File: config.mk
export PLATFORM = sky130hd
export DESIGN_NAME = sbpt_table
export DESIGN_NICKNAME = d
export VERILOG_FILES = /design/src/verilog/sbpt_table.v
export VERILOG_INCLUDE_DIRS = /design/src /design/src/inc
export SDC_FILE = /design/constraint.sdc
export NUM_CORES = 1
export LEC_CHECK = 0
export BUFFER_PORTS_ARGS = -buffer_cell sky130_fd_sc_hd__buf_2
export CAP_MARGIN = 20
export CORE_ASPECT_RATIO = 2
export CORE_MARGIN = 2
export CORE_UTILIZATION = 40
export CTS_BUF_LIST = sky130_fd_sc_hd__clkbuf_4 sky130_fd_sc_hd__clkbuf_8
export DETAILED_ROUTE_END_ITERATION = 10
export GPL_TIMING_DRIVEN = 0
export SYNTH_ARGS = -nofsm -noshare
export SYNTH_HDL_FRONTEND = slang
export SYNTH_SLANG_ARGS = --single-unit
export TNS_END_PERCENT = 10
File: constraint.sdc
create_clock -name clk -period 3.5 [get_ports clk]
set_clock_uncertainty 0.15 [all_clocks]
set_input_delay 0.35 -clock clk [delete_from_list [all_inputs] [get_ports clk]]
set_output_delay 0.35 -clock clk [all_outputs]
set_load 0.01 [all_outputs]
File: src/inc/sbpt_regs.vh
`ifndef SBPT_REGS_VH
`define SBPT_REGS_VH

// ==================================================================
// Parameter table contents, relative bytes 0 to 15
`define SBPT_ERASE_AND_STATUS_CAPS 8'he5
`define SBPT_SECTOR_ERASE_OPCODE 8'h20
`define SBPT_READ_MODE_SUPPORT 8'hf1
`define SBPT_CAPS_UNUSED_HIGH 8'hff
`define SBPT_DENSITY_BYTE0 8'hff
`define SBPT_DENSITY_BYTE1 8'hff
`define SBPT_DENSITY_BYTE2 8'hff
`define SBPT_DENSITY_BYTE3 8'h01
`define SBPT_QUAD_IO_READ_CYCLES 8'h44
`define SBPT_QUAD_IO_READ_OPCODE 8'heb
`define SBPT_QUAD_OUT_READ_CYCLES 8'h08
`define SBPT_QUAD_OUT_READ_OPCODE 8'h6b
`define SBPT_DUAL_OUT_READ_CYCLES 8'h08
`define SBPT_DUAL_OUT_READ_OPCODE 8'h3b
`define SBPT_DUAL_IO_READ_CYCLES 8'h80
`define SBPT_DUAL_IO_READ_OPCODE 8'hbb

// ==================================================================
// Table indices (printed offsets); bus byte address is four times these
`define SBPT_IDX_ERASE_AND_STATUS_CAPS 4'h0
`define SBPT_IDX_SECTOR_ERASE_OPCODE 4'h1
`define SBPT_IDX_READ_MODE_SUPPORT 4'h2
`define SBPT_IDX_CAPS_UNUSED_HIGH 4'h3
`define SBPT_IDX_DENSITY_BYTE0 4'h4
`define SBPT_IDX_DENSITY_BYTE1 4'h5
`define SBPT_IDX_DENSITY_BYTE2 4'h6
`define SBPT_IDX_DENSITY_BYTE3 4'h7
`define SBPT_IDX_QUAD_IO_READ_CYCLES 4'h8
`define SBPT_IDX_QUAD_IO_READ_OPCODE 4'h9
`define SBPT_IDX_QUAD_OUT_READ_CYCLES 4'ha
`define SBPT_IDX_QUAD_OUT_READ_OPCODE 4'hb
`define SBPT_IDX_DUAL_OUT_READ_CYCLES 4'hc
`define SBPT_IDX_DUAL_OUT_READ_OPCODE 4'hd
`define SBPT_IDX_DUAL_IO_READ_CYCLES 4'he
`define SBPT_IDX_DUAL_IO_READ_OPCODE 4'hf

// ==================================================================
// Extra registers, byte addresses
`define SBPT_ADDR_LINK_STATUS 7'h40
`define SBPT_ADDR_ERASE_COUNT 7'h44
`define SBPT_ADDR_READ_TIMING 7'h48
`define SBPT_ADDR_LINK_CTRL 7'h4c
`define SBPT_LINK_CTRL_RESET 1'h1

// ==================================================================
// Link side constants
`define SBPT_TABLE_BASE 24'h000080
`define SBPT_TABLE_LEN_DW 8'h10
`define SBPT_OPC_PARAM_READ 8'h5a
`define SBPT_PARAM_DUMMY_BITS 5'h08
`define SBPT_FILL_BYTE 8'hff

// ==================================================================
// Bus responses
`define SBPT_RESP_OKAY 2'h0
`define SBPT_RESP_SLVERR 2'h2

`endif

File: src/verilog/sbpt_table.v
// Implementation choice: the AXI4-Lite register port.
`timescale 1ns/1ps
`include "sbpt_regs.vh"

module sbpt_table
(
  // Clock and reset
  input wire clk,
  input wire reset_n,
  // AXI4-Lite write address
  input wire s_axi_awvalid,
  output wire s_axi_awready,
  input wire [6:0] s_axi_awaddr,
  input wire [2:0] s_axi_awprot,
  // AXI4-Lite write data
  input wire s_axi_wvalid,
  output wire s_axi_wready,
  input wire [31:0] s_axi_wdata,
  input wire [3:0] s_axi_wstrb,
  // AXI4-Lite write response
  output wire s_axi_bvalid,
  input wire s_axi_bready,
  output wire [1:0] s_axi_bresp,
  // AXI4-Lite read address
  input wire s_axi_arvalid,
  output wire s_axi_arready,
  input wire [6:0] s_axi_araddr,
  input wire [2:0] s_axi_arprot,
  // AXI4-Lite read data
  output wire s_axi_rvalid,
  input wire s_axi_rready,
  output wire [31:0] s_axi_rdata,
  output wire [1:0] s_axi_rresp,
  // Serial flash link pins
  input wire link_sck,
  input wire link_cs_n,
  input wire link_mosi,
  output wire link_miso,
  output wire link_miso_oe
);

  // ================================================================
  // Link frame states
  localparam ST_OPC = 3'h0;
  localparam ST_ADDR = 3'h1;
  localparam ST_DUMMY = 3'h2;
  localparam ST_DATA = 3'h3;
  localparam ST_SKIP = 3'h4;

  // ================================================================
  // Fixed table lookup, no storage so nothing can overwrite it
  function [7:0] tbl_byte;
    input [3:0] idx;
    case (idx)
      `SBPT_IDX_ERASE_AND_STATUS_CAPS:
        tbl_byte = `SBPT_ERASE_AND_STATUS_CAPS;
      `SBPT_IDX_SECTOR_ERASE_OPCODE:
        tbl_byte = `SBPT_SECTOR_ERASE_OPCODE;
      `SBPT_IDX_READ_MODE_SUPPORT:
        tbl_byte = `SBPT_READ_MODE_SUPPORT;
      `SBPT_IDX_CAPS_UNUSED_HIGH:
        tbl_byte = `SBPT_CAPS_UNUSED_HIGH;
      `SBPT_IDX_DENSITY_BYTE0:
        tbl_byte = `SBPT_DENSITY_BYTE0;
      `SBPT_IDX_DENSITY_BYTE1:
        tbl_byte = `SBPT_DENSITY_BYTE1;
      `SBPT_IDX_DENSITY_BYTE2:
        tbl_byte = `SBPT_DENSITY_BYTE2;
      `SBPT_IDX_DENSITY_BYTE3:
        tbl_byte = `SBPT_DENSITY_BYTE3;
      `SBPT_IDX_QUAD_IO_READ_CYCLES:
        tbl_byte = `SBPT_QUAD_IO_READ_CYCLES;
      `SBPT_IDX_QUAD_IO_READ_OPCODE:
        tbl_byte = `SBPT_QUAD_IO_READ_OPCODE;
      `SBPT_IDX_QUAD_OUT_READ_CYCLES:
        tbl_byte = `SBPT_QUAD_OUT_READ_CYCLES;
      `SBPT_IDX_QUAD_OUT_READ_OPCODE:
        tbl_byte = `SBPT_QUAD_OUT_READ_OPCODE;
      `SBPT_IDX_DUAL_OUT_READ_CYCLES:
        tbl_byte = `SBPT_DUAL_OUT_READ_CYCLES;
      `SBPT_IDX_DUAL_OUT_READ_OPCODE:
        tbl_byte = `SBPT_DUAL_OUT_READ_OPCODE;
      `SBPT_IDX_DUAL_IO_READ_CYCLES:
        tbl_byte = `SBPT_DUAL_IO_READ_CYCLES;
      `SBPT_IDX_DUAL_IO_READ_OPCODE:
        tbl_byte = `SBPT_DUAL_IO_READ_OPCODE;
      default: tbl_byte = `SBPT_FILL_BYTE;
    endcase
  endfunction

  // Byte seen at a parameter-space address
  function [7:0] space_byte;
    input [23:0] addr;
    reg [23:0] rel;
    begin
      rel = addr - `SBPT_TABLE_BASE;
      // Later dwords of the table live elsewhere and read as fill
      if (addr >= `SBPT_TABLE_BASE && rel < 24'h000010)
        space_byte = tbl_byte(rel[3:0]);
      else
        space_byte = `SBPT_FILL_BYTE;
    end
  endfunction

  // ================================================================
  // Bus side state
  reg awready_reg;
  reg wready_reg;
  reg bvalid_reg;
  reg [1:0] bresp_reg;
  reg arready_reg;
  reg rvalid_reg;
  reg [31:0] rdata_reg;
  reg [1:0] rresp_reg;
  reg [6:0] waddr_reg;
  reg [31:0] wdata_reg;
  reg [3:0] wstrb_reg;
  reg aw_got_reg;
  reg w_got_reg;
  reg link_en_reg;

  // Link side state
  reg [2:0] sck_sync_reg;
  reg [1:0] cs_sync_reg;
  reg [1:0] mosi_sync_reg;
  reg [2:0] state_reg;
  reg [4:0] bit_cnt_reg;
  reg [7:0] opc_sh_reg;
  reg [23:0] addr_reg;
  reg [7:0] data_sh_reg;
  reg miso_reg;
  reg miso_oe_reg;
  reg [7:0] last_opc_reg;
  reg [15:0] erase_cnt_reg;
  reg [7:0] timing_reg;

  wire sck_rise;
  wire sck_fall;
  wire in_frame;
  wire [7:0] opc_full;
  wire [6:0] raddr;
  wire [31:0] rd_word;
  wire rd_hit;

  assign s_axi_awready = awready_reg;
  assign s_axi_wready = wready_reg;
  assign s_axi_bvalid = bvalid_reg;
  assign s_axi_bresp = bresp_reg;
  assign s_axi_arready = arready_reg;
  assign s_axi_rvalid = rvalid_reg;
  assign s_axi_rdata = rdata_reg;
  assign s_axi_rresp = rresp_reg;
  assign link_miso = miso_reg;
  assign link_miso_oe = miso_oe_reg;

  // ================================================================
  // Read decode; table bytes in the low lane, upper bits zero
  assign raddr = s_axi_araddr;
  assign rd_hit = (raddr[1:0] == 2'h0) && (raddr <= `SBPT_ADDR_LINK_CTRL);
  assign rd_word =
    !raddr[6] ? {24'h000000, tbl_byte(raddr[5:2])} :
    (raddr == `SBPT_ADDR_LINK_STATUS) ?
      {20'h00000, miso_oe_reg, state_reg, last_opc_reg[7:0]} :
    (raddr == `SBPT_ADDR_ERASE_COUNT) ? {16'h0000, erase_cnt_reg} :
    (raddr == `SBPT_ADDR_READ_TIMING) ? {24'h000000, timing_reg} :
    {31'h00000000, link_en_reg};

  // ================================================================
  // Read channel: one read in flight, answer one cycle after taking
  always @(posedge clk or negedge reset_n)
  begin
    if (!reset_n)
    begin
      arready_reg <= 1'b1;
      rvalid_reg <= 1'b0;
      rdata_reg <= 32'h00000000;
      rresp_reg <= `SBPT_RESP_OKAY;
    end
    else if (rvalid_reg)
    begin
      if (s_axi_rready)
      begin
        rvalid_reg <= 1'b0;
        arready_reg <= 1'b1;
      end
    end
    else if (s_axi_arvalid && arready_reg)
    begin
      arready_reg <= 1'b0;
      rvalid_reg <= 1'b1;
      rdata_reg <= rd_hit ? rd_word : 32'h00000000;
      rresp_reg <= rd_hit ? `SBPT_RESP_OKAY : `SBPT_RESP_SLVERR;
    end
  end

  // ================================================================
  // Write channel: address and data in either order, then response
  always @(posedge clk or negedge reset_n)
  begin
    if (!reset_n)
    begin
      awready_reg <= 1'b1;
      wready_reg <= 1'b1;
      bvalid_reg <= 1'b0;
      bresp_reg <= `SBPT_RESP_OKAY;
      waddr_reg <= 7'h00;
      wdata_reg <= 32'h00000000;
      wstrb_reg <= 4'h0;
      aw_got_reg <= 1'b0;
      w_got_reg <= 1'b0;
      link_en_reg <= `SBPT_LINK_CTRL_RESET;
    end
    else
    begin
      if (s_axi_awvalid && awready_reg)
      begin
        waddr_reg <= s_axi_awaddr;
        aw_got_reg <= 1'b1;
        awready_reg <= 1'b0;
      end
      if (s_axi_wvalid && wready_reg)
      begin
        wdata_reg <= s_axi_wdata;
        wstrb_reg <= s_axi_wstrb;
        w_got_reg <= 1'b1;
        wready_reg <= 1'b0;
      end
      if (aw_got_reg && w_got_reg && !bvalid_reg)
      begin
        bvalid_reg <= 1'b1;
        aw_got_reg <= 1'b0;
        w_got_reg <= 1'b0;
        // Only the control word is writable; table stays fixed
        if (waddr_reg == `SBPT_ADDR_LINK_CTRL)
        begin
          bresp_reg <= `SBPT_RESP_OKAY;
          if (wstrb_reg[0])
            link_en_reg <= wdata_reg[0];
        end
        else
          bresp_reg <= `SBPT_RESP_SLVERR;
      end
      if (bvalid_reg && s_axi_bready)
      begin
        bvalid_reg <= 1'b0;
        awready_reg <= 1'b1;
        wready_reg <= 1'b1;
      end
    end
  end

  // ================================================================
  // Link pin synchronisers; third sck stage only feeds edge finding
  always @(posedge clk or negedge reset_n)
  begin
    if (!reset_n)
    begin
      sck_sync_reg <= 3'h0;
      cs_sync_reg <= 2'h3;
      mosi_sync_reg <= 2'h0;
    end
    else
    begin
      sck_sync_reg <= {sck_sync_reg[1:0], link_sck};
      cs_sync_reg <= {cs_sync_reg[0], link_cs_n};
      mosi_sync_reg <= {mosi_sync_reg[0], link_mosi};
    end
  end

  assign sck_rise = sck_sync_reg[1] && !sck_sync_reg[2];
  assign sck_fall = !sck_sync_reg[1] && sck_sync_reg[2];
  assign in_frame = !cs_sync_reg[1] && link_en_reg;
  assign opc_full = {opc_sh_reg[6:0], mosi_sync_reg[1]};

  // ================================================================
  // Link command engine, mode 0, single-bit data out
  always @(posedge clk or negedge reset_n)
  begin
    if (!reset_n)
    begin
      state_reg <= ST_OPC;
      bit_cnt_reg <= 5'h00;
      opc_sh_reg <= 8'h00;
      addr_reg <= 24'h000000;
      data_sh_reg <= 8'h00;
      miso_reg <= 1'b0;
      miso_oe_reg <= 1'b0;
      last_opc_reg <= 8'h00;
      erase_cnt_reg <= 16'h0000;
      timing_reg <= 8'h00;
    end
    else if (!in_frame)
    begin
      // Frame end (or link disabled) drops everything mid-command
      state_reg <= ST_OPC;
      bit_cnt_reg <= 5'h00;
      miso_oe_reg <= 1'b0;
    end
    else if (sck_rise)
    begin
      case (state_reg)
        ST_OPC:
        begin
          opc_sh_reg <= opc_full;
          bit_cnt_reg <= bit_cnt_reg + 5'h01;
          if (bit_cnt_reg == 5'h07)
          begin
            bit_cnt_reg <= 5'h00;
            last_opc_reg <= opc_full;
            case (opc_full)
              `SBPT_OPC_PARAM_READ: state_reg <= ST_ADDR;
              `SBPT_SECTOR_ERASE_OPCODE:
              begin
                // Array is not here; erase is logged, table untouched
                erase_cnt_reg <= erase_cnt_reg + 16'h0001;
                state_reg <= ST_SKIP;
              end
              `SBPT_QUAD_IO_READ_OPCODE:
              begin
                timing_reg <= `SBPT_QUAD_IO_READ_CYCLES;
                state_reg <= ST_SKIP;
              end
              `SBPT_QUAD_OUT_READ_OPCODE:
              begin
                timing_reg <= `SBPT_QUAD_OUT_READ_CYCLES;
                state_reg <= ST_SKIP;
              end
              `SBPT_DUAL_OUT_READ_OPCODE:
              begin
                timing_reg <= `SBPT_DUAL_OUT_READ_CYCLES;
                state_reg <= ST_SKIP;
              end
              `SBPT_DUAL_IO_READ_OPCODE:
              begin
                timing_reg <= `SBPT_DUAL_IO_READ_CYCLES;
                state_reg <= ST_SKIP;
              end
              default: state_reg <= ST_SKIP;
            endcase
          end
        end
        ST_ADDR:
        begin
          addr_reg <= {addr_reg[22:0], mosi_sync_reg[1]};
          bit_cnt_reg <= bit_cnt_reg + 5'h01;
          // Exactly three address bytes
          if (bit_cnt_reg == 5'h17)
          begin
            bit_cnt_reg <= 5'h00;
            state_reg <= ST_DUMMY;
          end
        end
        ST_DUMMY:
        begin
          bit_cnt_reg <= bit_cnt_reg + 5'h01;
          if (bit_cnt_reg == `SBPT_PARAM_DUMMY_BITS - 5'h01)
          begin
            bit_cnt_reg <= 5'h00;
            data_sh_reg <= space_byte(addr_reg);
            state_reg <= ST_DATA;
          end
        end
        ST_DATA: state_reg <= ST_DATA;
        ST_SKIP: state_reg <= ST_SKIP;
        default: state_reg <= ST_SKIP;
      endcase
    end
    else if (sck_fall && state_reg == ST_DATA)
    begin
      // Drive on falling edge so host samples a settled bit
      miso_oe_reg <= 1'b1;
      miso_reg <= data_sh_reg[7];
      bit_cnt_reg <= bit_cnt_reg + 5'h01;
      if (bit_cnt_reg == 5'h07)
      begin
        bit_cnt_reg <= 5'h00;
        addr_reg <= addr_reg + 24'h000001;
        data_sh_reg <= space_byte(addr_reg + 24'h000001);
      end
      else
        data_sh_reg <= {data_sh_reg[6:0], 1'b0};
    end
  end

endmodule
After elaboration in Yosys (flattened, before gate mapping). Memories as Yosys holds them, arrays and structs flattened. Index checks and enable logic that the tools add are counted.

Bits in latches: 0. Register bits: 141. Bits in writable memories: 0. Bits of input ports: 66. ROM bits: 384. Memories kept: 3. Output and inout bits: 43. Logic and storage cells: 163.

Reduce and logical (&&, ||, !) cells: 43. Order comparisons: 5. Bitwise logic cells: 2. Muxes and demuxes: 51. Shifts and indexed selects: 0. Divide/modulo/power cells: 0. Add/sub/neg operators: 5. $mul: 0. Equality and inequality tests: 27.

Memory list: (name not given) (words 16, width 8, rd ports 1, clocked after memory_dff 0, wr ports 0, line sbpt_table.v:54) `case (idx)`; (name not given) (words 16, width 8, rd ports 1, clocked after memory_dff 0, wr ports 0, line sbpt_table.v:54); (name not given) (words 16, width 8, rd ports 1, clocked after memory_dff 0, wr ports 0, line sbpt_table.v:54).

Operators by type and width (count): two-way mux 24 bit (4); two-way mux 16 bit (4); two-way mux 8 bit (8); >= comparator 24 x 8 -> 1 bit (second input constant) (2); < comparator 24 x 5 -> 1 bit (second input constant) (2); subtractor 24 x 8 -> 24 bit (second input constant) (2); == test 7 bit (second input constant) (4); two-way mux 5 bit (5); adder 24 x 1 -> 24 bit (second input constant) (1); one-hot mux 8 bit (3 select lines) (1); two-way mux 1 bit (19); two-way mux 3 bit (6); adder 16 x 1 -> 16 bit (second input constant) (1); == test 8 x 6 -> 1 bit (second input constant) (2); == test 8 x 7 -> 1 bit (second input constant) (2); == test 8 bit (second input constant) (2); AND reduction 4 bit (4); nonzero test 2 bit (8); logical AND 1 bit (13); one-hot mux 3 bit (4 select lines) (1); one-hot mux 5 bit (2 select lines) (1); AND reduction 5 bit (2); inequality test 3 bit (second input constant) (3); AND reduction 3 bit (3); other kinds (18) (33).

Logic depth before layout (Yosys ltp). Gate-level depths: netlist of the first run.

Depth in word-level cells: 8. Gate-level depth with buffers: 15. Depth with buffers taken out: 14.

Least setup slack after synthesis of the first run. No wires, ideal clock.

Path kind: flip-flop to flip-flop. Start point: register addr_reg[1]. End point: register data_sh_reg[4]. Slack: -0.297 ns. Setup time: 0.126 ns. Path buffers: 1. Data arrival time: 3.521 ns. Period minus slack after synthesis: 3.797 ns. Required time: 3.224 ns. Stages on the path, launching flop included: 16. Cell sequence: dfrtp_1 > ha_1 > buf_2 > nand3_1 > nor2_1 > xnor2_1 > ha_1 > a31oi_1 > nand3_1 > o21ai_0 > o311ai_0 > or4b_1 > or4b_4 > nor4_4 > a31oi_1 > a221o_1.

Longest elaborated chain between the ends: 8. Elaborated cells on any way between the ends: 18. Those cells by class: 3 x add/sub; 4 x order compare; 7 x mux; 2 x reduce/logical; 2 x memory.

Ends and longest elaborated chain: start: declaration (line sbpt_table.v:129) `reg [23:0] addr_reg;`; start signal: assignment (line sbpt_table.v:344) `addr_reg <= {addr_reg[22:0], mosi_sync_reg[1]};`; start signal: assignment (line sbpt_table.v:377) `addr_reg <= addr_reg + 24'h000001;`; adder 24 x 1 -> 24 bit (line sbpt_table.v:378) `data_sh_reg <= space_byte(addr_reg + 24'h000001);`; subtractor 24 x 8 -> 24 bit (no line); < comparator 24 x 5 -> 1 bit (line sbpt_table.v:98) `` if (addr >= `SBPT_TABLE_BASE && rel < 24'h000010) ``; logical AND 1 bit (line sbpt_table.v:98); two-way mux 8 bit (line sbpt_table.v:98); two-way mux 8 bit (line sbpt_table.v:374) `if (bit_cnt_reg == 5'h07)`; two-way mux 8 bit (line sbpt_table.v:368) `else if (sck_fall && state_reg == ST_DATA)`; two-way mux 8 bit (*) (line sbpt_table.v:299) `else if (sck_rise)`; end signal: assignment (line sbpt_table.v:359) `data_sh_reg <= space_byte(addr_reg);`; end signal: assignment (line sbpt_table.v:378); end signal: assignment (line sbpt_table.v:381) `data_sh_reg <= {data_sh_reg[6:0], 1'b0};`; end: declaration (line sbpt_table.v:130) `reg [7:0] data_sh_reg;`.

Every way passes the cells marked *; elsewhere a longest branch is shown, timed or not. The select of a mux whose other input is x is not followed. A chain may end at the register's enable or synchronous reset.

Final worst setup path of the first run. Ends and elaborated chain as after synthesis.

==> results.cfg, run 1 <==
[worst_hold_path]
hold_class = in -> reg
min-delay-start = s_axi_araddr[0]
hold-path-cell-count = 3
min_to = s_axi_rresp[1]$_DFFE_PN0P_

[clock_network]
tritoncts = done
clkLatencyLatePin_ns = 0.44
clock_path_buffers = 2
h-tree-depth = 4
clk_pin_slew_ns = 0.07
cts_sinks = 118
root_buffer = clkbuf_8
cts_buffers = 17

[placement]
portBuffers = 48
placed_area_mm2 = 0.007969
globalplace.congestion = 0.9124
place_worst_setup_slack_ns = -0.6370
dp.cells = 1114
dp_hpwl_um = 16310

[detailed_routing]
num_vias = 6714
wl_per_cell_um = 18.68
detail_route.vias_per_cell = 5.680
drcViolationCount = 0
drt_iter0_markers = 220
ant_nets = 0
dr.pass1.iters = 5
wirelength_um = 22080

[timing]
finalSetupViolCount = 8
finalCritPeriodShare = 1.055
slew-limit-headroom = 0.4853
min_period_ns = 3.694
drv_slew = 0
worst_pin_slew_ns = 0.7665
whs_ns = 0.07008
hold_viol_final = 0
rsz0062_at_grt = true
fmax_ghz = 0.2707
setup_slack_ns = -0.1935

[synth]
synth_edf_count = 0
muxShareOfSynthArea = 0.04713
ys_types = 67
synth-seq-area-share = 0.4055
synth_cells = 833
ys_seq_elements = 118
synth_ff_type = dfrtp_1
synth_area_mm2 = 0.007301
syn_avg_cell_area_um2 = 8.764
synth-xor-area-share = 0.05039
async_reset_ff_frac = 1.000
synth_top_family_by_area = simple AND/OR/NAND/NOR gates
ys_warn_count = 0
synth_fa_ha_area_frac = 0.03770
synth_compound_area_frac = 0.1897
synthSimpleGateAreaFrac = 0.2130

[pwr]
comb_power_share = 0.111
netSwitchingFraction = 0.2514
p_per_area_mw_per_mm2 = 367.1
clkPwrFrac = 0.414
p_leak_nw = 3.932
internal_power_mw = 2.421
p_seq_frac = 0.475
power_switching_mw = 0.8127
ir_worst_vdd_mv = 0.3830

[floorplanning]
row_count = 69
fp.dieW_um = 99.53
num_io_pins = 109
dieArea_mm2 = 0.01941
initial_core_util = 0.4085
die_y_um = 195.1
core_mm2 = 0.01787

[status]
outcome = finished, violations left
violations = setup timing

[global_routing]
grt_max_degree = 95
grt_pass1_wl_um = 35500
overflow = 0
grt_usage = 0.2340
grt_pass1_vias = 6924
antenna_found_initial = 0

[setup_path]
rr_startpoint = addr_reg[1]$_DFFE_PN0P_
r2r_slack_ns = -0.19
worst_r2r_endpoint = data_sh_reg[4]$_DFFE_PN0P_
required_ns = 3.68
arrival_ns = 3.87
crit_type = reg -> reg
worstPathMaxFanout = 7
worst-r2r-cell-count = 15
cp-start-kind = flop
cp-end-kind = flop

[finish]
layoutNonFillerInstCount = 1182
final_common_cell = dfrtp_1
fillers = 1774
largest_reg_flops = 24
syn_to_final_growth_pct = 20.65
diodes = 0
final_area_mm2 = 0.008808
nets = 1044
final_cell_mix = dfrtp_1 (107), nand2_1 (93), nor2_1 (76)
drive_gt1_frac = 0.1981

[job]
max_cap_viol_count = 0
[area by class of cell]
type	count	area [µm²]	area share
multi-input cells	646	4103	0.4658
flip-flops and latches	118	2967	0.3368
repair buffers	88	631.9	0.07173
plain buffers	66	346.6	0.03935
clock buffers	24	299.0	0.03395
well taps	213	266.5	0.03026
clock inverters	8	123.9	0.01406
inverters	19	71.32	0.008097
[synthesized netlist by cell type, types with 13 or more instances]
cell | number | area (µm²)
a21oi_1 | 61 | 305.3
a22o_1 | 13 | 113.9
buf_4 | 21 | 157.7
clkbuf_1 | 35 | 131.4
dfrtp_1 | 112 | 2803
ha_1 | 22 | 275.3
inv_1 | 19 | 71.32
mux2_2 | 27 | 304.0
nand2_1 | 93 | 349.1
nand3_1 | 37 | 185.2
nand4_1 | 17 | 106.4
nor2_1 | 78 | 292.8
nor3_1 | 20 | 100.1
nor4_1 | 14 | 87.58
o21ai_0 | 60 | 300.3
xnor2_1 | 31 | 271.5
[worst max path at each step]
stage / slack (ns) / endpoint / startpoint / depth (start not counted)
5_1_grt: -0.30 / data_sh_reg[4]$_DFFE_PN0P_ / addr_reg[1]$_DFFE_PN0P_ / 15
2_1_floorplan: -0.15 / data_sh_reg[4]$_DFFE_PN0P_ / addr_reg[1]$_DFFE_PN0P_ / 15
6_report: -0.19 / data_sh_reg[4]$_DFFE_PN0P_ / addr_reg[1]$_DFFE_PN0P_ / 15
3_5_place_dp: -0.64 / data_sh_reg[1]$_DFFE_PN0P_ / addr_reg[0]$_DFFE_PN0P_ / 14
3_3_place_gp: -0.61 / data_sh_reg[1]$_DFFE_PN0P_ / addr_reg[8]$_DFFE_PN0P_ / 10
4_1_cts: -0.13 / data_sh_reg[4]$_DFFE_PN0P_ / addr_reg[1]$_DFFE_PN0P_ / 15
[critical path, cell delays in order (launching register included)]
cell	delay, ns
dfrtp_2	0.47
ha_4	0.20
nand3_4	0.12
nor2_4	0.06
xnor2_2	0.13
ha_2	0.20
a31oi_1	0.17
nand3_1	0.08
o21ai_1	0.08
o311ai_1	0.10
or4b_1	0.53
or4b_4	0.55
nor4_4	0.15
buf_4	0.20
a31oi_1	0.09
a221o_1	0.28
[kinds of logic after synthesis]
group / after synthesis
AND/OR/NAND/NOR: 313
flip-flops: 118
AO/OA/AOI/OAI: 220
buffers and inverters: 86
multiplexers: 31
adder cells (fa/ha/maj): 22
XOR/XNOR: 42
other: 1
[what timing repair did]
action / in CTS / in global routing
gates cloned: 0 / 0
endpoints found under the hold margin: 41 / 0
endpoints found under the setup margin: 8 / 9
buffers inserted: 16 / 1
hold buffers: 19 / 0
resized for setup: 22 / 1
pin swaps: 19 / 4
[stage by stage]
| stage | TNS, ns | util | power, mW |
|---|---|---|---|
| after global routing | -1.864 | 0.4929 | 3.379 |
| after floorplan | -0.6355 | - | 1.752 |
| after global placement | -4.865 | 0.4435 | 1.879 |
| final | -0.9824 | 0.4929 | 3.233 |
| after detailed placement | -4.453 | 0.4459 | 1.896 |
| after CTS | -0.5178 | 0.4919 | 3.272 |
[per-layer routing]
metal | vias up | part of all wire | track usage
met4 | 0 | 0.059 | 0.1380
met1 | 3243 | 0.34 | 0.2221
met5 | - | 0 | 0
met2 | 171 | 0.58 | 0.4607
li1 | 3229 | - | -
met3 | 71 | 0.025 | 0.02756
[power groups by stage]
stage	clock network (mW)	registers [mW]	logic (mW)
finish	1.34	1.54	0.358
global route	1.43	1.55	0.403
CTS	1.37	1.54	0.361
detailed placement	0	1.56	0.334
global placement	0	1.56	0.321
floorplan	0	1.56	0.195
(Power assumes the default switching activity.)
==> run 2: changes to the inputs <==
--- a/config.mk
+++ b/config.mk
@@ -11,7 +11,7 @@
 export CORE_ASPECT_RATIO = 2
 export CORE_MARGIN = 2
 export CORE_UTILIZATION = 40
-export CTS_BUF_LIST = sky130_fd_sc_hd__clkbuf_4 sky130_fd_sc_hd__clkbuf_8
+export CTS_BUF_LIST = sky130_fd_sc_hd__clkbuf_16
 export DETAILED_ROUTE_END_ITERATION = 10
 export GPL_TIMING_DRIVEN = 0
 export SYNTH_ARGS = -nofsm -noshare
==> results.cfg, run 2 (synthesized netlist as in run 1, its figures left out) <==
[status]
outcome = finished, violations left
violations = setup timing

[timing]
finalCritPeriodShare = 1.055
setup_slack_ns = -0.1941
min_period_ns = 3.694
slew-limit-headroom = 0.4884
rsz0062_at_grt = true
finalSetupViolCount = 8
whs_ns = 0.01523
hold_viol_final = 0
fmax_ghz = 0.2707
worst_pin_slew_ns = 0.7620
drv_slew = 0

[clock_network]
clk_pin_slew_ns = 0.06
clkLatencyLatePin_ns = 0.42
h-tree-depth = 4
clock_path_buffers = 2
cts_sinks = 118
root_buffer = clkbuf_16
tritoncts = done
cts_buffers = 17

[floorplanning]
core_mm2 = 0.01787
initial_core_util = 0.4085
dieArea_mm2 = 0.01941
die_y_um = 195.1
row_count = 69
num_io_pins = 109
fp.dieW_um = 99.53

[worst_hold_path]
min_to = waddr_reg[4]$_DFFE_PN0P_
min-delay-start = s_axi_awaddr[4]
hold-path-cell-count = 2
hold_class = in -> reg

[finish]
final_cell_mix = dfrtp_1 (108), nand2_1 (93), nor2_1 (76)
fillers = 1758
nets = 1035
drive_gt1_frac = 0.1917
syn_to_final_growth_pct = 21.49
largest_reg_flops = 24
fin_util = 0.4963
diodes = 0
final_common_cell = dfrtp_1

[setup_path]
worst_r2r_endpoint = data_sh_reg[4]$_DFFE_PN0P_
rr_startpoint = addr_reg[0]$_DFFE_PN0P_
arrival_ns = 3.84
cp-end-kind = flop
required_ns = 3.65
r2r_slack_ns = -0.19
worstPathMaxFanout = 7
worst-r2r-cell-count = 15
crit_type = reg -> reg
cp-start-kind = flop

[detailed_routing]
drt_iter0_markers = 230
wirelength_um = 21920
drcViolationCount = 0
ant_nets = 0
num_vias = 6699
dr.pass1.iters = 5
detail_route.vias_per_cell = 5.711
wl_per_cell_um = 18.68

[placement]
globalplace.congestion = 0.9124
place_worst_setup_slack_ns = -0.6370
dp_hpwl_um = 16310
portBuffers = 48

[global_routing]
grt_pass1_vias = 6798
grt_pass1_wl_um = 35180
grt_max_degree = 95
grt_usage = 0.2323
overflow = 0
antenna_found_initial = 0

[pwr]
ir_worst_vdd_mv = 0.4448
p_leak_nw = 3.972
p_per_area_mw_per_mm2 = 405.9

[job]
max_cap_viol_count = 0
## run 2: changes by cell type in the layout (fill, tap and decap cells not counted), moves of 2 or more
cell,previous run,this run
clkbuf_16,0,17
inv_1,19,24
clkbuf_4,5,0
clkinv_1,0,2
dlygate4sd3_1,19,9
clkbuf_8,19,0
## run 2: stage by stage
| step | TNS, ns | area (µm²) | total power [mW] | std cells |
|---|---|---|---|---|
| 2_1_floorplan | -0.6355 | 7418 | 1.752 | 850 |
| 3_3_place_gp | -4.865 | 7925 | 1.879 | 1111 |
| 3_5_place_dp | -4.453 | 7969 | 1.896 | 1114 |
| 4_1_cts | -0.4872 | 8837 | 3.635 | 1169 |
| 5_1_grt | -1.841 | 8870 | 3.750 | 1173 |
| 6_report | -0.9741 | 8870 | 3.600 | 1173 |
## run 2: final cells by class
cell class / instances / area, µm² / area share
buffer: 66 / 346.6 / 0.03907
inverter: 19 / 71.32 / 0.008041
clock inverter: 15 / 150.1 / 0.01693
timing repair buffer: 79 / 539.3 / 0.06080
tap: 213 / 266.5 / 0.03005
multi-input combinational: 646 / 4105 / 0.4628
clock buffer: 17 / 425.4 / 0.04796
sequential: 118 / 2965 / 0.3343
## run 2: what timing repair did
item,4_1_cts,5_1_grt
hold buffers,9,0
resized for setup,21,1
buffers inserted,15,3
endpoints found under the hold margin,32,0
pin swaps,19,5
setup endpoints to repair,8,9
## run 2: how the worst max path moves through the flow
stage,from,end
2_1_floorplan,addr_reg[1]$_DFFE_PN0P_,data_sh_reg[4]$_DFFE_PN0P_
3_3_place_gp,addr_reg[8]$_DFFE_PN0P_,data_sh_reg[1]$_DFFE_PN0P_
3_5_place_dp,addr_reg[0]$_DFFE_PN0P_,data_sh_reg[1]$_DFFE_PN0P_
4_1_cts,addr_reg[0]$_DFFE_PN0P_,data_sh_reg[4]$_DFFE_PN0P_
5_1_grt,addr_reg[1]$_DFFE_PN0P_,data_sh_reg[4]$_DFFE_PN0P_
6_report,addr_reg[0]$_DFFE_PN0P_,data_sh_reg[4]$_DFFE_PN0P_
## run 2: layer usage
layer | vias up | GRT usage | routed length [µm]
met4 | 0 | 0.1375 | 1316
met5 | - | 0 | 0
met3 | 69 | 0.03329 | 558
met1 | 3241 | 0.2252 | 7541
li1 | 3207 | - | -
met2 | 182 | 0.4477 | 12500
## run 2: report_power, final
group | switching [mW] | total, mW | leakage, nW | internal (mW)
clock | 0.630 | 1.73 | 0.294 | 1.10
combinational | 0.185 | 0.337 | 2.10 | 0.151
sequential | 0.0610 | 1.54 | 1.58 | 1.48
total | 0.876 | 3.60 | 3.97 | 2.72
## run 2: critical path, cell delays in order (launching register included)
cell	delay, ns
dfrtp_2	0.45
ha_4	0.19
nand3_4	0.12
nor2_4	0.16
xnor2_2	0.08
ha_2	0.19
a31oi_1	0.16
nand3_1	0.08
o21ai_1	0.08
o311ai_1	0.11
or4b_1	0.53
or4b_4	0.55
nor4_4	0.15
buf_4	0.20
a31oi_1	0.09
a221o_1	0.28
==> run 3: changes to the inputs <==
--- a/config.mk
+++ b/config.mk
@@ -6,6 +6,7 @@
 export SDC_FILE = /design/constraint.sdc
 export NUM_CORES = 1
 export LEC_CHECK = 0
+export ABC_AREA = 1
 export BUFFER_PORTS_ARGS = -buffer_cell sky130_fd_sc_hd__buf_2
 export CAP_MARGIN = 20
 export CORE_ASPECT_RATIO = 2
@@ -13,6 +14,7 @@
 export CORE_UTILIZATION = 40
 export CTS_BUF_LIST = sky130_fd_sc_hd__clkbuf_16
 export DETAILED_ROUTE_END_ITERATION = 10
+export GPL_ROUTABILITY_DRIVEN = 0
 export GPL_TIMING_DRIVEN = 0
 export SYNTH_ARGS = -nofsm -noshare
 export SYNTH_HDL_FRONTEND = slang
==> results.cfg, run 3 <==
[status]
outcome = complete, no violations

[synth]
synth_top_area_share = 0.3677
synth-seq-area-share = 0.3884
yosysMostFrequentCell = nand2_1
synth_ff_type = dfrtp_1
yosys-top-cells-area = dfrtp_1 (37%), nand2_1 (13%), o21ai_0 (6.9%)
synth-xor-area-share = 0.02413
ys_types = 54
synth_top_area_cell = dfrtp_1
synth_edf_count = 0
synth_area_mm2 = 0.007622
async_reset_ff_frac = 1.000
synth_compound_area_frac = 0.1520
synth_fa_ha_area_frac = 0.03611
ys_warn_count = 0
synth_top_family_by_area = simple AND/OR/NAND/NOR gates
muxShareOfSynthArea = 0.002791
synth_cells = 1042
synthSimpleGateAreaFrac = 0.3004
ys_seq_elements = 118
syn_avg_cell_area_um2 = 7.315
yosys-top-cells-count = nand2_1 (265), inv_1 (126), dfrtp_1 (112)

[finish]
final_cell_mix = nand2_1 (265), inv_1 (127), dfrtp_1 (112)
nets = 1232
final_common_cell = nand2_1
diodes = 0
syn_to_final_growth_pct = 18.27
largest_reg_flops = 24
drive_gt1_frac = 0.1409

[global_routing]
antenna_found_initial = 0
grt_max_degree = 91
overflow = 0
grt_pass1_wl_um = 36550
grt_usage = 0.2376
grt_pass1_vias = 7413

[floorplanning]
row_count = 71
die_y_um = 199.2
initial_core_util = 0.4066
fp.dieW_um = 101.6
dieArea_mm2 = 0.02024
num_io_pins = 109
core_mm2 = 0.01874

[worst_hold_path]
min-delay-start = s_axi_araddr[0]
hold_class = in -> reg

[setup_path]
path_cells = ha_1, nand2_2, nor2_8, nand2_2, nand2_1, nand2_2, inv_1, ha_1, nand3_2, nor2_1, nand2_1, nor2_1, nand3_1, nand2_1, nand2_1, nor2_4, nand4_1, nand2_1, nand2_1, nand2_1, nand2_1
worstPathMaxFanout = 10
path_common_cell = nand2_1
path_buf_inv = 1
critPathMaxStageDelay_ns = 0.51
crit_type = reg -> reg
crit_family = simple AND/OR/NAND/NOR gates
arrival_ns = 3.38
cp-end-kind = flop
worstSetupStartpoint = addr_reg[1]$_DFFE_PN0P_
rr_startpoint = addr_reg[1]$_DFFE_PN0P_
cp-start-kind = flop
required_ns = 3.67
slowest_stage = dfrtp_1

[timing]
worst_pin_slew_ns = 1.131
fmax_ghz = 0.3112
min_period_ns = 3.213
setup_slack_ns = 0.2871
finalSetupViolCount = 0
rsz0062_at_grt = false
tns_ns = 0
hold_viol_final = 0
finalCritPeriodShare = 0.9180
drv_slew = 0
slew-limit-headroom = 0.2362

[pwr]
p_leak_nw = 4.554
p_per_area_mw_per_mm2 = 416.6
p_total_mw = 3.755
ir_worst_vdd_mv = 0.4678

[detailed_routing]
drt_iter0_markers = 255
wirelength_um = 23340
dr.pass1.iters = 5
detail_route.vias_per_cell = 5.221
drcViolationCount = 0
num_vias = 7372
ant_nets = 0
wl_per_cell_um = 16.53

[clock_network]
cts_setup_buffers = 0
cts-resized-gates = 0
root_buffer = clkbuf_16
clkLatencyLatePin_ns = 0.43
clk_pin_slew_ns = 0.06
h-tree-depth = 4
cts_buffers = 17
cts_sinks = 118
clock_path_buffers = 2
tritoncts = done

[placement]
portBuffers = 48
place_worst_setup_slack_ns = 0.3088
dp_hpwl_um = 17890

[job]
max_cap_viol_count = 0
==> run 3: cell count changes after synthesis, sizes merged, moves of 9 or more <==
cell and delta:
clkbuf -19, nand2 +191, nand3 +14, xnor2 -29
inv +109, a21oi -18, and3 -11, nor4 -9
nor2 +36, buf -11, o21ai +50, a22o -13
mux2 -26
==> run 3: cell families after synthesis <==
logic type	Yosys count
AOI/OAI and AO/OA	201
xor gates and xnor gates	21
adders and majority gates	22
buffers and inverters	172
DFF	118
muxes	2
other	1
and+or+nand+nor	505
==> run 3: path summary, 6_finish.rpt <==
check | to | slack (ns) | cells after the start
worst max register to register | data_sh_reg[3]$_DFFE_PN0P_ | 0.29 | 21
min in group asynchronous | s_axi_rdata[4]$_DFFE_PN0P_ | 0.21 | 2
worst min register to register | cs_sync_reg[1]$_DFF_PN1_ | 0.20 | 0
worst max-delay path | data_sh_reg[3]$_DFFE_PN0P_ | 0.29 | 21
worst min-delay path | s_axi_rdata[10]$_DFFE_PN0P_ | 0.18 | 4
max in group asynchronous | link_en_reg$_DFFE_PN1P_ | 2.21 | 3
==> run 3: power by group <==
part,leakage [nW],switching [mW],internal [mW]
clock,0.275,0.672,1.03
combinational,2.69,0.295,0.169
sequential,1.59,0.0778,1.51
==> run 3: area by class of cell <==
type | instances | area [µm²]
buffer | 38 | 226.5
clock buffer | 17 | 425.4
clock inverter | 15 | 140.1
fill | 1909 | 9729
inverter | 134 | 503.0
multi-input combinational | 769 | 3996
sequential | 118 | 2960
tap | 255 | 319.1
timing repair buffer | 66 | 444.2
==> run 3: stage by stage <==
stage	std cells	instance area [µm²]	hold WS, ns	util
2_1_floorplan	1059	7686	-0.09559	-
3_3_place_gp	1362	8245	0.1860	0.4399
3_5_place_dp	1363	8279	0.1017	0.4417
4_1_cts	1412	9015	0.1674	0.4809
5_1_grt	1412	9015	0.1907	0.4809
6_report	1412	9015	0.1798	0.4809
==> run 3: routing by layer <==
metal  wire, µm  part of all wire  global-route usage  vias up
met3        525             0.022             0.03253      103
met1       7598              0.33              0.2034     3495
met2      13260              0.57              0.4600      179
met5          0                 0                   0        -
li1           -                 -                   -     3595
met4       1955             0.084              0.1957        0
==> run 3: what timing repair did <==
| item | CTS | global route |
|---|---|---|
| endpoints found under the hold margin | 45 | 0 |
| hold buffers | 17 | 0 |
| setup endpoints to repair | 0 | 0 |
==> run 3: worst register-to-register path, cell delays in order (launching register included) <==
cell	delay, ns
dfrtp_1	0.51
ha_1	0.24
nand2_2	0.11
nor2_8	0.25
nand2_2	0.11
nand2_1	0.09
nand2_2	0.13
inv_1	0.09
ha_1	0.17
nand3_2	0.11
nor2_1	0.12
nand2_1	0.09
nor2_1	0.13
nand3_1	0.09
nand2_1	0.08
nand2_1	0.08
nor2_4	0.20
nand4_1	0.15
nand2_1	0.09
nand2_1	0.05
nand2_1	0.05
nand2_1	0.04
